--- src/shared/bdt_pkg.sv ---
package bdt_pkg;

  // register port geometry
  localparam int unsigned ADDR_W = 4;
  localparam int unsigned DATA_W = 8;

  // register offsets
  localparam logic [3:0] ADDR_CTRL = 4'h0;
  localparam logic [3:0] ADDR_INT_STAT = 4'h1;
  localparam logic [3:0] ADDR_INT_MASK = 4'h2;
  localparam logic [3:0] ADDR_STATE = 4'h3;
  localparam logic [3:0] ADDR_CNT_LO = 4'h4;
  localparam logic [3:0] ADDR_CNT_HI = 4'h5;

  // control register fields
  localparam int unsigned CTRL_STOP = 0;
  localparam int unsigned CTRL_TEST = 1;
  localparam int unsigned CTRL_EXP = 2;

  // interrupt status and mask fields
  localparam int unsigned INT_W = 2;
  localparam int unsigned INT_EXPIRED = 0;
  localparam int unsigned INT_START = 1;

  // reset values
  localparam logic [1:0] INT_MASK_RST = 2'h0;
  localparam logic [1:0] INT_STAT_RST = 2'h0;

  // timebase and timing figures
  localparam longint RTC_HZ = 32768;
  localparam longint TIMEOUT_US = 62500;
  localparam longint BLINK_ON_MS = 125;
  localparam longint BLINK_PERIOD_MS = 1000;
  localparam longint TIMEOUT_TICKS = TIMEOUT_US * RTC_HZ / 1000000;
  localparam longint BLINK_ON_TICKS = BLINK_ON_MS * RTC_HZ / 1000;
  localparam longint BLINK_PERIOD_TICKS = BLINK_PERIOD_MS * RTC_HZ / 1000;

  // counter widths
  localparam int unsigned CNT_W = 11;
  localparam int unsigned BLINK_W = 15;

  // count of pins passed through the synchroniser
  localparam int unsigned SYNC_W = 3;

  typedef enum logic [1:0] {
    ST_INIT = 2'b00,
    ST_COUNT = 2'b01,
    ST_OVFL = 2'b10,
    ST_DISABLED = 2'b11
  } bdt_state_t;

endpackage

--- src/hw/bdt_sync.sv ---
`timescale 1ns/1ps
module bdt_sync
  import bdt_pkg::*;
#(
  parameter int unsigned W = SYNC_W
) (
  input wire logic clk,
  input wire logic rst_n,
  input wire logic [W-1:0] async_in,
  output logic [W-1:0] sync_out
);

  typedef struct packed {
    logic [W-1:0] meta;
    logic [W-1:0] stable;
  } bdt_sync_t;

  bdt_sync_t q;
  bdt_sync_t d;

  // first stage feeds only the second stage
  always_comb begin
    d.meta = async_in;
    d.stable = q.meta;
  end

  always_ff @(posedge clk) begin
    if (!rst_n) begin
      q <= '0;
    end else begin
      q <= d;
    end
  end

  assign sync_out = q.stable;

endmodule

--- src/hw/bdt_blink.sv ---
`timescale 1ns/1ps
module bdt_blink
  import bdt_pkg::*;
#(
  parameter int unsigned DIV_W = BLINK_W
) (
  input wire logic clk,
  input wire logic rst_n,
  input wire logic tick,
  input wire logic blink_en,
  output logic led_n
);

  localparam logic [DIV_W-1:0] ON_TICKS = DIV_W'(BLINK_ON_TICKS);

  generate
    if ((64'(1) << DIV_W) != BLINK_PERIOD_TICKS) begin : g_bad_div
      $error("blink divider width does not match the blink period");
    end
  endgenerate

  typedef struct packed {
    logic [DIV_W-1:0] div;
    logic led_n;
  } bdt_blink_t;

  localparam bdt_blink_t BLINK_RST = '{div: '0, led_n: 1'b1};

  bdt_blink_t q;
  bdt_blink_t d;

  always_comb begin
    d = q;
    // free-running divider, wraps once per blink period
    if (tick) begin
      d.div = q.div + DIV_W'(1);
    end
    // lit for the first slice of each period, active low
    d.led_n = ~(blink_en && (q.div < ON_TICKS));
  end

  always_ff @(posedge clk) begin
    if (!rst_n) begin
      q <= BLINK_RST;
    end else begin
      q <= d;
    end
  end

  assign led_n = q.led_n;

endmodule

--- src/hw/bdt_timer.sv ---
`timescale 1ns/1ps
module bdt_timer
  import bdt_pkg::*;
#(
  parameter int unsigned CW = CNT_W
) (
  input wire logic clk,
  input wire logic rst_n,
  input wire logic rtc_tick,
  input wire logic main_power_on_reset,
  input wire logic program_strap_pin,
  input wire logic ctrl_reset,
  input wire logic [ADDR_W-1:0] addr,
  input wire logic [DATA_W-1:0] wr_data,
  input wire logic wr_en,
  input wire logic rd_en,
  output logic [DATA_W-1:0] rd_data,
  output logic irq,
  output logic fault_led_n
);

  generate
    if ((64'(1) << CW) != TIMEOUT_TICKS) begin : g_bad_cnt
      $error("counter width does not give the documented timeout");
    end
    if (CW > 16 || CW < 9) begin : g_bad_range
      $error("counter width outside the readable range");
    end
  endgenerate

  typedef struct packed {
    logic tick_prev;
    logic timeout_stop_bit;
    logic timeout_selftest_bit;
    logic timeout_expired_flag;
    logic carry;
    logic [CW-1:0] cnt;
    bdt_state_t st;
    logic blink;
    logic [INT_W-1:0] int_stat;
    logic [INT_W-1:0] int_mask;
    logic irq;
    logic [DATA_W-1:0] rd_data;
  } bdt_regs_t;

  localparam bdt_regs_t REGS_RST = '{
    tick_prev: 1'b0,
    timeout_stop_bit: 1'b0,
    timeout_selftest_bit: 1'b0,
    timeout_expired_flag: 1'b0,
    carry: 1'b0,
    cnt: '0,
    st: ST_INIT,
    blink: 1'b0,
    int_stat: INT_STAT_RST,
    int_mask: INT_MASK_RST,
    irq: 1'b0,
    rd_data: '0
  };

  bdt_regs_t q;
  bdt_regs_t d;

  logic [SYNC_W-1:0] pins_s;
  logic rtc_s;
  logic por_s;
  logic strap_s;
  logic tick;
  logic init;
  logic counting;
  logic [CW:0] cnt_sum;
  logic carry_evt;
  logic start_evt;
  logic wr_ctrl;
  logic wr_stat;
  logic wr_mask;
  logic [INT_W-1:0] evts;
  logic led_n_w;

  // pins from other domains pass two flops first
  bdt_sync #(
    .W(SYNC_W)
  ) u_sync (
    .clk(clk),
    .rst_n(rst_n),
    .async_in({program_strap_pin, main_power_on_reset, rtc_tick}),
    .sync_out(pins_s)
  );

  assign rtc_s = pins_s[0];
  assign por_s = pins_s[1];
  assign strap_s = pins_s[2];

  // rising edge of the rtc timebase, slow start tolerated
  assign tick = rtc_s & ~q.tick_prev;

  // controller reset, strap or self-test hold the counter in init
  assign init = ctrl_reset | strap_s | q.timeout_selftest_bit;

  // count only when stop, init and carry are all low
  assign counting = ~q.timeout_stop_bit & ~init & ~q.carry;

  // one wider than the counter, top bit is the carry out
  assign cnt_sum = {1'b0, q.cnt} + {{CW{1'b0}}, 1'b1};

  assign carry_evt = counting & tick & cnt_sum[CW];

  assign wr_ctrl = wr_en && (addr == ADDR_CTRL);
  assign wr_stat = wr_en && (addr == ADDR_INT_STAT);
  assign wr_mask = wr_en && (addr == ADDR_INT_MASK);

  always_comb begin
    d = q;
    start_evt = 1'b0;
    evts = '0;

    d.tick_prev = rtc_s;

    // control bits
    if (wr_ctrl) begin
      d.timeout_stop_bit = wr_data[CTRL_STOP];
      d.timeout_selftest_bit = wr_data[CTRL_TEST];
      if (wr_data[CTRL_EXP]) begin
        d.timeout_expired_flag = 1'b0;
      end
    end

    // operating state, stop bit takes priority over all but main power-on reset
    if (q.timeout_stop_bit) begin
      d.st = ST_DISABLED;
    end else if (init) begin
      d.st = ST_INIT;
    end else if (q.carry) begin
      d.st = ST_OVFL;
    end else begin
      d.st = ST_COUNT;
    end

    // counter clear and advance
    if (init) begin
      d.cnt = '0;
      d.carry = 1'b0;
    end else if (counting && tick) begin
      d.cnt = cnt_sum[CW-1:0];
      if (cnt_sum[CW]) begin
        d.carry = 1'b1;
      end
    end

    // expiry flag, a new carry wins over a clearing write
    if (carry_evt) begin
      d.timeout_expired_flag = 1'b1;
    end

    // blinking latches on carry, only reset, strap or test ends it
    if (ctrl_reset || strap_s || q.timeout_selftest_bit) begin
      d.blink = 1'b0;
    end else if (carry_evt) begin
      d.blink = 1'b1;
    end

    // counting just began after init
    start_evt = (d.st == ST_COUNT) && (q.st == ST_INIT);

    evts[INT_EXPIRED] = carry_evt;
    evts[INT_START] = start_evt;

    // sticky status, write one clears, set wins
    if (wr_stat) begin
      d.int_stat = q.int_stat & ~wr_data[INT_W-1:0];
    end
    d.int_stat = d.int_stat | evts;

    if (wr_mask) begin
      d.int_mask = wr_data[INT_W-1:0];
    end

    d.irq = |(d.int_stat & d.int_mask);

    // read data valid only in the cycle after the strobe
    d.rd_data = '0;
    if (rd_en) begin
      unique case (addr)
        ADDR_CTRL: begin
          d.rd_data[CTRL_STOP] = q.timeout_stop_bit;
          d.rd_data[CTRL_TEST] = q.timeout_selftest_bit;
          d.rd_data[CTRL_EXP] = q.timeout_expired_flag;
        end
        ADDR_INT_STAT: begin
          d.rd_data[INT_W-1:0] = q.int_stat;
        end
        ADDR_INT_MASK: begin
          d.rd_data[INT_W-1:0] = q.int_mask;
        end
        ADDR_STATE: begin
          d.rd_data[1:0] = q.st;
          d.rd_data[2] = q.carry;
          d.rd_data[3] = q.blink;
        end
        ADDR_CNT_LO: begin
          d.rd_data = q.cnt[7:0];
        end
        ADDR_CNT_HI: begin
          d.rd_data[CW-9:0] = q.cnt[CW-1:8];
        end
        default: begin
          d.rd_data = '0;
        end
      endcase
    end

    // main power-on reset clears every register here but tick_prev, not the led divider
    if (por_s) begin
      d = REGS_RST;
      d.tick_prev = rtc_s;
    end
  end

  always_ff @(posedge clk) begin
    if (!rst_n) begin
      q <= REGS_RST;
    end else begin
      q <= d;
    end
  end

  // led divider runs on every tick, even after the counter stops
  bdt_blink #(
    .DIV_W(BLINK_W)
  ) u_blink (
    .clk(clk),
    .rst_n(rst_n),
    .tick(tick),
    .blink_en(q.blink),
    .led_n(led_n_w)
  );

  assign rd_data = q.rd_data;
  assign irq = q.irq;
  assign fault_led_n = led_n_w;

endmodule

--- config.mk ---
export PLATFORM = sky130hd
export DESIGN_NAME = bdt_timer
export DESIGN_NICKNAME = d
export VERILOG_FILES = /design/src/shared/bdt_pkg.sv /design/src/hw/bdt_sync.sv /design/src/hw/bdt_blink.sv /design/src/hw/bdt_timer.sv
export SDC_FILE = /design/constraint.sdc
export NUM_CORES = 1
export LEC_CHECK = 0
export BUFFER_PORTS_ARGS = -buffer_cell sky130_fd_sc_hd__buf_2
export CORE_UTILIZATION = 25
export DETAILED_ROUTE_END_ITERATION = 16
export PLACE_DENSITY = 0.45
export SLEW_MARGIN = 20
export SYNTH_ARGS = -nofsm -noshare
export SYNTH_HDL_FRONTEND = slang
export SYNTH_SLANG_ARGS = --single-unit
--- constraint.sdc ---
create_clock -name clk -period 2.2 [get_ports clk]
set_clock_uncertainty 0.05 [all_clocks]
set_input_delay 0.44 -clock clk [delete_from_list [all_inputs] [get_ports clk]]
set_output_delay 0.44 -clock clk [all_outputs]
set_load 0.02 [all_outputs]
==> impl_metrics.tcl, run 1 <==
set metrics [dict create \
    clock-root-buffer "sky130_fd_sc_hd__clkbuf_8" \
    reg2reg_slack_ps 340 \
    whs_ps 289 \
    synth.most_common_cell "sky130_fd_sc_hd__dfxtp_1" \
    cts_hold_buf 0 \
    cp.buffers_inverters 1 \
    syn-instance-count 252 \
    first_pass_grt_wire_length_um 7780 \
    synthesis.yosys.warnings 0 \
    worstPathCellList "or4_1 -> buf_4 -> nor3_4 -> a32oi_1 -> o32ai_2" \
    layout_min_cycle_time_ps 1860 \
    initial_utilization 0.259 \
    portBuffers 24 \
    r2r-end "irq" \
    vias 1743 \
    die_w_um 99.8 \
    endpoint "irq" \
    largest_net_degree_at_the_start_of_global_routing 27 \
    timing.final.max_slew_violations 0 \
    status "complete, no violations" \
    synth-edff-count 0 \
    groute.usage.overall 0.0989 \
    tightest_slew_ps 459 \
    grt_setup_unrepaired "no" \
    worst_path_dominant_cell_family "simple AND/OR/NAND/NOR gates" \
    drt-total-wl_um 4510 \
    fmaxAchievable_mhz 538 \
    chipHeight_um 99.8 \
    synth-seq-cells 53 \
    criticalPathCategory "flop to flop" \
    post-dp-hpwl_um 3330 \
    timing.hold.worst.class "input pin to flop" \
    grt_pass1_vias 1615 \
    worstPathArrival_ps 2040 \
    cts_tree "done" \
    clk_pin_slew_ps 100 \
    async_reset_ff_frac 0 \
    finalWeightedCongestion 0.739 \
    final_antenna_net_count 0 \
    fp.dieArea_um2 9970 \
    worst_setup_path_start_kind "flop" \
    fraction_of_final_layout_cells_with_drive_strength_greater_than_1 0.180 \
    rr_startpoint "q[27]" \
    detail_route.drc_violations 0 \
    initial_antenna_violation_count 0 \
    io_pins 30 \
    rows 35 \
    grt.overflow.total 0 \
    power_density_nw_per_um2 601 \
    synth_top_cell_by_area "sky130_fd_sc_hd__dfxtp_1" \
    post_cts_resized 0 \
    worst_path_max_delay_cell "sky130_fd_sc_hd__or4_1" \
    num_antenna_cells 0 \
    synth_area_per_inst_um2 9.50 \
    timing.reg2reg.worst_path_depth 5 \
    maximum_resistive_drop_on_vdd_mv 0.255 \
    final.fill_count 1002 \
    core_um2 9240 \
    clock_path_buffers 2 \
    crit_path_max_fanout 8 \
    synth_seq_area_share 0.443 \
    cp_slowest_stage_delay_ps 520 \
    detail_route.vias_per_cell 4.35 \
    ys.flop_type "sky130_fd_sc_hd__dfxtp_1" \
    netlist_area_um2 2390 \
    clk-insertion-delay-late_ps 310 \
    postCtsSetupBuffers 0 \
    worst_setup_path_startpoint "q[27]" \
    cts_sinks 53 \
    synthesis.nets 274 \
    final.setup.tns_ps 0 \
    post_synth_num_cell_types 46 \
    htree_num_levels 2 \
    leading_cell_types_by_count_after_synthesis "53 x sky130_fd_sc_hd__dfxtp_1, 24 x sky130_fd_sc_hd__nor2_1, 19 x sky130_fd_sc_hd__and2_1" \
    cts-buffers-inserted 5 \
    worst_setup_path_end_kind "flop" \
    cap_viol_max_count 0 \
    synthToLayoutAreaGrowth_pct 12.5 \
    largest_cells_by_area_after_synthesis "sky130_fd_sc_hd__dfxtp_1 44%, sky130_fd_sc_hd__and2_1 5.0%, sky130_fd_sc_hd__xnor2_1 4.8%, sky130_fd_sc_hd__mux2i_1 4.6%, sky130_fd_sc_hd__nor2_1 3.8%" \
    finalSetupViolCount 0 \
    num-nets-final 293 \
    firstDrtPassIters 4 \
    drtIter0Drc 22 \
    cell_leakage_power_nw 0.988 \
    finalHoldViolations 0 \
    synth_top_cell_area_share 0.443 \
    detail_route.wl_per_cell_um 11.2 \
    timing.critical_path.required_ps 2380 \
    maxSlewHeadroom 0.694 \
    critical_path_depth 5 \
    post-route-period-util 0.845 \
]
worst register-to-register path, cell delays in order (launching register included):
cell and delay, ps:
sky130_fd_sc_hd__dfxtp_1 370, sky130_fd_sc_hd__or4_1 520, sky130_fd_sc_hd__buf_4 200, sky130_fd_sc_hd__nor3_4 250, sky130_fd_sc_hd__a32oi_1 180, sky130_fd_sc_hd__o32ai_2 210
final cells by class:
cell class              count  area (um^2)  share of cell area
well taps                 129          161              0.0599
flip-flops and latches     53         1060               0.394
multi-input cells         175         1200               0.444
repair buffers             30          165              0.0613
clock inverters             2         13.8             0.00511
clock buffers               6         72.6              0.0270
inverters                   6         22.5             0.00836
metrics by stage:
step | cell area [um^2] | total power, mW | util | setup WS, ps | std cells
after floorplan | 2390 | 1.06 | - | 470 | 252
after global placement | 2610 | 1.09 | 0.282 | 266 | 393
after detailed placement | 2610 | 1.09 | 0.282 | 255 | 393
after CTS | 2690 | 1.65 | 0.291 | 320 | 401
after global routing | 2690 | 1.70 | 0.291 | 236 | 401
final | 2690 | 1.62 | 0.291 | 341 | 401
sequential cells by signal (all words and copies together), names as in the netlist:
name and count:
q 22, irq 1, u_blink.q 15, u_sync.d 3, u_blink.led_n 1, rd_data 8, u_sync.sync_out 3
report_power, final:
group | internal (mW) | switching (mW) | leakage, nW
Sequential | 0.970 | 0.00697 | 0.429
Combinational | 0.0387 | 0.0520 | 0.513
Clock | 0.228 | 0.324 | 0.0456
Total | 1.24 | 0.383 | 0.988
metal layers:
metal  part of all wire  vias up  GRT usage
li1                   -      906          -
met1               0.51      800      0.131
met2               0.44       32      0.157
met3              0.043        5     0.0265
met4             0.0086        0     0.0305
met5                  0        -          0
layout by cell type (no fill, tap or decap), types with 3 or more instances in the layout:
master / netlist / final
sky130_fd_sc_hd__buf_2: 1 / 24
sky130_fd_sc_hd__and3_1: 3 / 3
sky130_fd_sc_hd__buf_4: 8 / 6
sky130_fd_sc_hd__nor2_1: 24 / 24
sky130_fd_sc_hd__nand4_1: 9 / 9
sky130_fd_sc_hd__and2_1: 19 / 19
sky130_fd_sc_hd__nand2_1: 16 / 16
sky130_fd_sc_hd__xnor2_1: 13 / 13
sky130_fd_sc_hd__clkbuf_8: 0 / 5
sky130_fd_sc_hd__a21oi_1: 8 / 8
sky130_fd_sc_hd__xor2_1: 5 / 5
sky130_fd_sc_hd__nor4_1: 4 / 4
sky130_fd_sc_hd__nand3_1: 10 / 10
sky130_fd_sc_hd__nand2b_1: 4 / 4
sky130_fd_sc_hd__nor2b_1: 6 / 6
sky130_fd_sc_hd__nor3_1: 9 / 9
sky130_fd_sc_hd__or4_1: 3 / 3
sky130_fd_sc_hd__dfxtp_1: 53 / 53
sky130_fd_sc_hd__nor4_2: 4 / 4
sky130_fd_sc_hd__mux2i_1: 11 / 11
sky130_fd_sc_hd__inv_1: 6 / 6
cells by family after synthesis:
group / Yosys count / synth area share
and+or+nand+nor: 123 / 0.301
DFF: 53 / 0.443
buffers and inverters: 24 / 0.0570
AOI/OAI and AO/OA: 18 / 0.0512
xor gates and xnor gates: 18 / 0.0659
muxes: 14 / 0.0711
adders and majority gates: 2 / 0.0105
worst min-delay path by stage:
| stage | start | endpoint | slack [ps] | depth (start not counted) |
|---|---|---|---|---|
| after CTS | main_power_on_reset | u_sync.d[1] | 270 | 2 |
| after floorplan | q[27] | u_blink.led_n | 350 | 1 |
| after global placement | u_sync.d[0] | u_sync.sync_out[0] | 370 | 1 |
| final | main_power_on_reset | u_sync.d[1] | 290 | 2 |
| after detailed placement | u_sync.d[0] | u_sync.sync_out[0] | 370 | 1 |
| after global routing | main_power_on_reset | u_sync.d[1] | 270 | 2 |
Power figures use the tool's default switching activity.
==> run 2: changes to the inputs <==
==> constraint.sdc (replaced) <==
create_clock -name clk -period 1.95 [get_ports clk]
set_clock_uncertainty 0.05 [all_clocks]
set_input_delay 0.39 -clock clk [delete_from_list [all_inputs] [get_ports clk]]
set_output_delay 0.39 -clock clk [all_outputs]
set_load 0.02 [all_outputs]
==> run 2 against run 1 <==
- sequential cell count is the same
- clock power up 17%
- combinational power grew 20%
- clock-buffer cell count stayed put
- die area unchanged
- via count increased by 1.7%
- core utilization is 0.60 points higher
- global-route usage grew 0.34 points
- final area is 2.0% higher
- total power rose by 14%
==> impl_metrics.tcl, run 2 (synthesized netlist as in run 1, its figures left out) <==
set metrics [dict create \
    cts-buffers-inserted 5 \
    timing.final.max_slew_violations 0 \
    layout_min_cycle_time_ps 1830 \
    fmaxAchievable_mhz 547 \
    initial_utilization 0.259 \
    num-nets-final 299 \
    detail_route.drc_violations 0 \
    grt_pass1_vias 1722 \
    chipHeight_um 99.8 \
    finalWeightedCongestion 0.739 \
    number_of_flip_flops_in_the_largest_register 22 \
    finalSetupViolCount 0 \
    final.fill_count 999 \
    die_w_um 99.8 \
    fp.dieArea_um2 9970 \
    cell_leakage_power_nw 1.02 \
    num_antenna_cells 0 \
    synthToLayoutAreaGrowth_pct 14.8 \
    initial_antenna_violation_count 0 \
    final_cells 406 \
    timing.reg2reg.worst_path_depth 5 \
    worst_setup_path_start_kind "flop" \
    worstPathCellList "or4_1 -> buf_4 -> nor3_4 -> a32oi_1 -> o32ai_2" \
    vias 1772 \
    worstPathArrival_ps 2010 \
    maximum_resistive_drop_on_vdd_mv 0.301 \
    portBuffers 24 \
    crit_path_max_fanout 8 \
    first_pass_grt_wire_length_um 8090 \
    final.setup.tns_ps 0 \
    worst_path_max_delay_cell "sky130_fd_sc_hd__or4_1" \
    finalHoldViolations 0 \
    detail_route.vias_per_cell 4.36 \
    grt.overflow.total 0 \
    core_um2 9240 \
    clk_pin_slew_ps 100 \
    clk-insertion-delay-late_ps 310 \
    cts_hold_buf 0 \
    post-dp-hpwl_um 3520 \
    worst_setup_path_end_kind "flop" \
    largest_net_degree_at_the_start_of_global_routing 27 \
    htree_num_levels 2 \
    power_density_nw_per_um2 674 \
    timing.critical_path.required_ps 2130 \
    final_util 0.297 \
    tightest_slew_ps 484 \
    regArea_um2 1060 \
    drtIter0Drc 41 \
    maxSlewHeadroom 0.677 \
    firstDrtPassIters 4 \
    cp_slowest_stage_delay_ps 500 \
    io_pins 30 \
    cap_viol_max_count 0 \
    numPlacedInstances 399 \
    rows 35 \
    status "complete, no violations" \
    drt-total-wl_um 4790 \
    cts_sinks 53 \
    post-route-period-util 0.938 \
    final_antenna_net_count 0 \
    clock-root-buffer "sky130_fd_sc_hd__clkbuf_8" \
    multi_input_area_um2 1200 \
    detail_route.wl_per_cell_um 11.8 \
    whs_path_depth 2 \
    clock_path_buffers 2 \
    timing.hold.worst.class "input pin to flop" \
    grt_setup_unrepaired "no" \
    groute.usage.overall 0.102 \
    criticalPathCategory "flop to flop" \
    mostFrequentLayoutCells "53 x sky130_fd_sc_hd__dfxtp_1, 24 x sky130_fd_sc_hd__nor2_1, 24 x sky130_fd_sc_hd__buf_2" \
    cts_tree "done" \
    fraction_of_final_layout_cells_with_drive_strength_greater_than_1 0.202 \
    power_mw 1.85 \
    largest_register "q" \
    mostFrequentLayoutCell "sky130_fd_sc_hd__dfxtp_1" \
]
[run 2: cell types whose count changed in the layout (fill, tap and decap cells not counted), sizes merged]
cell / delta
clkinv: -1
clkinvlp: +1
buf: +6
inv: -1
[run 2: through the flow]
step / area (um^2) / hold WS [ps] / setup slack [ps]
CTS: 2740 / 229 / 118
finish: 2750 / 239 / 121
detailed placement: 2650 / 368 / 61.4
global placement: 2650 / 367 / 70.4
floorplan: 2390 / 351 / 262
global route: 2750 / 218 / 23.5
[run 2: report_power, final]
| part | leakage (nW) | internal [mW] | switching, mW |
|---|---|---|---|
| combinational | 0.546 | 0.0481 | 0.0609 |
| clock | 0.0433 | 0.282 | 0.360 |
| sequential | 0.429 | 1.09 | 0.00805 |
[run 2: final timing paths]
path,startpoint,endpoint,slack [ps]
max reg2reg,q[29],irq,120
max,q[29],irq,120
min,main_power_on_reset,u_sync.d[1],240
min reg2reg,u_sync.d[1],u_sync.sync_out[1],380
[run 2: repair_timing]
item	CTS	global route
setup buffers	0	0
endpoints found under the setup margin	0	1
hold endpoints to repair	0	0
resized for setup	0	1
[run 2: layout make-up]
type / instances / area share
Inverter: 6 / 0.00820
Clock buffer: 6 / 0.0301
Sequential cell: 53 / 0.386
Timing Repair Buffer: 36 / 0.0765
Tap cell: 129 / 0.0587
Multi-Input combinational cell: 175 / 0.438
Clock inverter: 1 / 0.00273
[run 2: routing by layer]
| layer | routed length, um | vias up | global-route usage | share of wire |
|---|---|---|---|---|
| met5 | 0 | - | 0 | 0 |
| met4 | 69 | 0 | 0.0317 | 0.014 |
| met3 | 169 | 7 | 0.0230 | 0.035 |
| met2 | 2120 | 31 | 0.172 | 0.44 |
| met1 | 2430 | 817 | 0.130 | 0.51 |
| li1 | - | 917 | - | - |
[run 2: worst max-delay path: cells and delay by family, from the launching register on]
kind                   cells  cell delay, ps
DFF                        1             350
buffers and inverters      1             200
AOI/OAI and AO/OA          2             390
and+or+nand+nor            2             750
==> run 3: changes to the inputs <==
--- a/config.mk
+++ b/config.mk
@@ -9,6 +9,7 @@
 export CORE_UTILIZATION = 25
 export DETAILED_ROUTE_END_ITERATION = 16
 export PLACE_DENSITY = 0.45
+export RECOVER_POWER = 100
 export SLEW_MARGIN = 20
 export SYNTH_ARGS = -nofsm -noshare
 export SYNTH_HDL_FRONTEND = slang
==> run 3 against run 2 <==
- worst setup slack gained 22 ps
- clock-buffer cell count unchanged
- sequential cell count unchanged
- sequential share of layout area grew 0.75 points
- clock power about the same
- die area did not move
- highest routed layer unchanged
- non-clock buffer count stayed put
- largest power group unchanged
- register-to-register slack better by 20 ps
==> impl_metrics.tcl, run 3 (synthesized netlist as in run 1, its figures left out) <==
set metrics [dict create \
    global_route.usage.met1 0.130 \
    cts-buffers-inserted 5 \
    maxSlewHeadroom 0.415 \
    first_pass_grt_wire_length_um 8090 \
    largest_net_degree_at_the_start_of_global_routing 27 \
    multi_input_area_um2 1180 \
    groute.usage.overall 0.102 \
    clock-root-buffer "sky130_fd_sc_hd__clkbuf_8" \
    portBuffers 24 \
    status "complete, no violations" \
    initial_utilization 0.259 \
    layout_min_cycle_time_ps 1810 \
    clk_pin_slew_ps 100 \
    htree_num_levels 2 \
    fp.dieArea_um2 9970 \
    power_mw 1.85 \
    instance_area_at_placement_um2 2650 \
    detail_route.vias_per_cell 4.40 \
    firstDrtPassIters 4 \
    die_w_um 99.8 \
    numPlacedInstances 399 \
    maximum_resistive_drop_on_vdd_mv 0.302 \
    grt.overflow.total 0 \
    grt_setup_unrepaired "no" \
    cts_sinks 53 \
    post-dp-hpwl_um 3520 \
    final_area_um2 2700 \
    timing.final.max_slew_violations 0 \
    cts_hold_buf 0 \
    final_antenna_net_count 0 \
    gr-usage-met2 0.172 \
    io_pins 30 \
    drt-total-wl_um 4780 \
    worst_setup_path_end_kind "flop" \
    grt_busiest_layer "met2" \
    power_density_nw_per_um2 685 \
    mostFrequentLayoutCell "sky130_fd_sc_hd__dfxtp_1" \
    finalHoldViolations 0 \
    finalWeightedCongestion 0.739 \
    final_util 0.292 \
    mostFrequentLayoutCells "53 x sky130_fd_sc_hd__dfxtp_1, 24 x sky130_fd_sc_hd__nor2_1, 17 x sky130_fd_sc_hd__clkbuf_1" \
    crit_path_max_fanout 8 \
    clock_path_buffers 2 \
    post_cts_resized 0 \
    num_antenna_cells 0 \
    number_of_flip_flops_in_the_largest_register 22 \
    fraction_of_final_layout_cells_with_drive_strength_greater_than_1 0.130 \
    cell_leakage_power_nw 0.937 \
    grt_util_met3 0.0230 \
    fmaxAchievable_mhz 554 \
    cap_viol_max_count 0 \
    core_um2 9240 \
    grt_pass1_vias 1722 \
    post-route-period-util 0.926 \
    detail_route.drc_violations 0 \
    final_cells 406 \
    criticalPathCategory "flop to flop" \
    vias 1788 \
    detail_route.wl_per_cell_um 11.8 \
    finalSetupViolCount 0 \
    worstPathArrival_ps 1980 \
    final.setup.tns_ps 0 \
    num-nets-final 299 \
    regArea_um2 1060 \
    chipHeight_um 99.8 \
    cts_tree "done" \
    final.fill_count 1014 \
    rows 35 \
    initial_antenna_violation_count 0 \
    postCtsSetupBuffers 0 \
    timing.critical_path.required_ps 2130 \
    clk-insertion-delay-late_ps 300 \
    synthToLayoutAreaGrowth_pct 12.6 \
    tightest_slew_ps 877 \
    timing.hold.worst.class "input pin to flop" \
    worst_setup_path_start_kind "flop" \
    largest_register "q" \
    drtIter0Drc 46 \
]
==> run 3: cell count changes in the layout (fill, tap and decap cells not counted) <==
cell                       change
sky130_fd_sc_hd__and2_1       -14
sky130_fd_sc_hd__buf_2        -12
sky130_fd_sc_hd__clkbuf_4      +1
sky130_fd_sc_hd__clkbuf_1     +17
sky130_fd_sc_hd__nor4_2        -3
sky130_fd_sc_hd__buf_4         -6
sky130_fd_sc_hd__and2_0       +14
sky130_fd_sc_hd__nor4_1        +3
==> run 3: power breakdown <==
part | switching (mW) | internal, mW
sequential | 0.00799 | 1.09
combinational | 0.0600 | 0.0450
clock | 0.358 | 0.282
total | 0.426 | 1.42
==> run 3: per-stage QoR <==
step | hold slack (ps) | setup WS, ps
floorplan | 351 | 262
global placement | 367 | 70.4
detailed placement | 368 | 61.4
CTS | 229 | 118
global route | 218 | 37.4
finish | 238 | 144
==> run 3: worst paths after layout <==
| path | from | endpoint | slack [ps] | depth (start not counted) |
|---|---|---|---|---|
| hold / removal | main_power_on_reset | u_sync.d[1] | 240 | 2 |
| setup reg to reg | q[29] | irq | 140 | 5 |
| hold reg to reg | u_sync.d[0] | u_sync.sync_out[0] | 390 | 1 |
| setup / recovery | q[29] | irq | 140 | 5 |
==> run 3: final cells by class <==
type,count,share of cell area
clock inverter,1,0.00279
inverter,6,0.00836
clock buffer,6,0.0306
timing repair buffer,36,0.0655
sequential,53,0.394
tap,129,0.0599
multi-input combinational,175,0.439
==> run 3: metal layers <==
layer	vias to the layer above	part of all wire
met5	-	0
met1	836	0.51
met3	7	0.034
met4	0	0.015
li1	916	-
met2	29	0.44
==> run 3: critical path: stages, from the launching register on <==
cell	delay (ps)
sky130_fd_sc_hd__dfxtp_1	350
sky130_fd_sc_hd__or4_1	500
sky130_fd_sc_hd__buf_4	190
sky130_fd_sc_hd__nor3_4	240
sky130_fd_sc_hd__a32oi_1	180
sky130_fd_sc_hd__o32ai_2	220
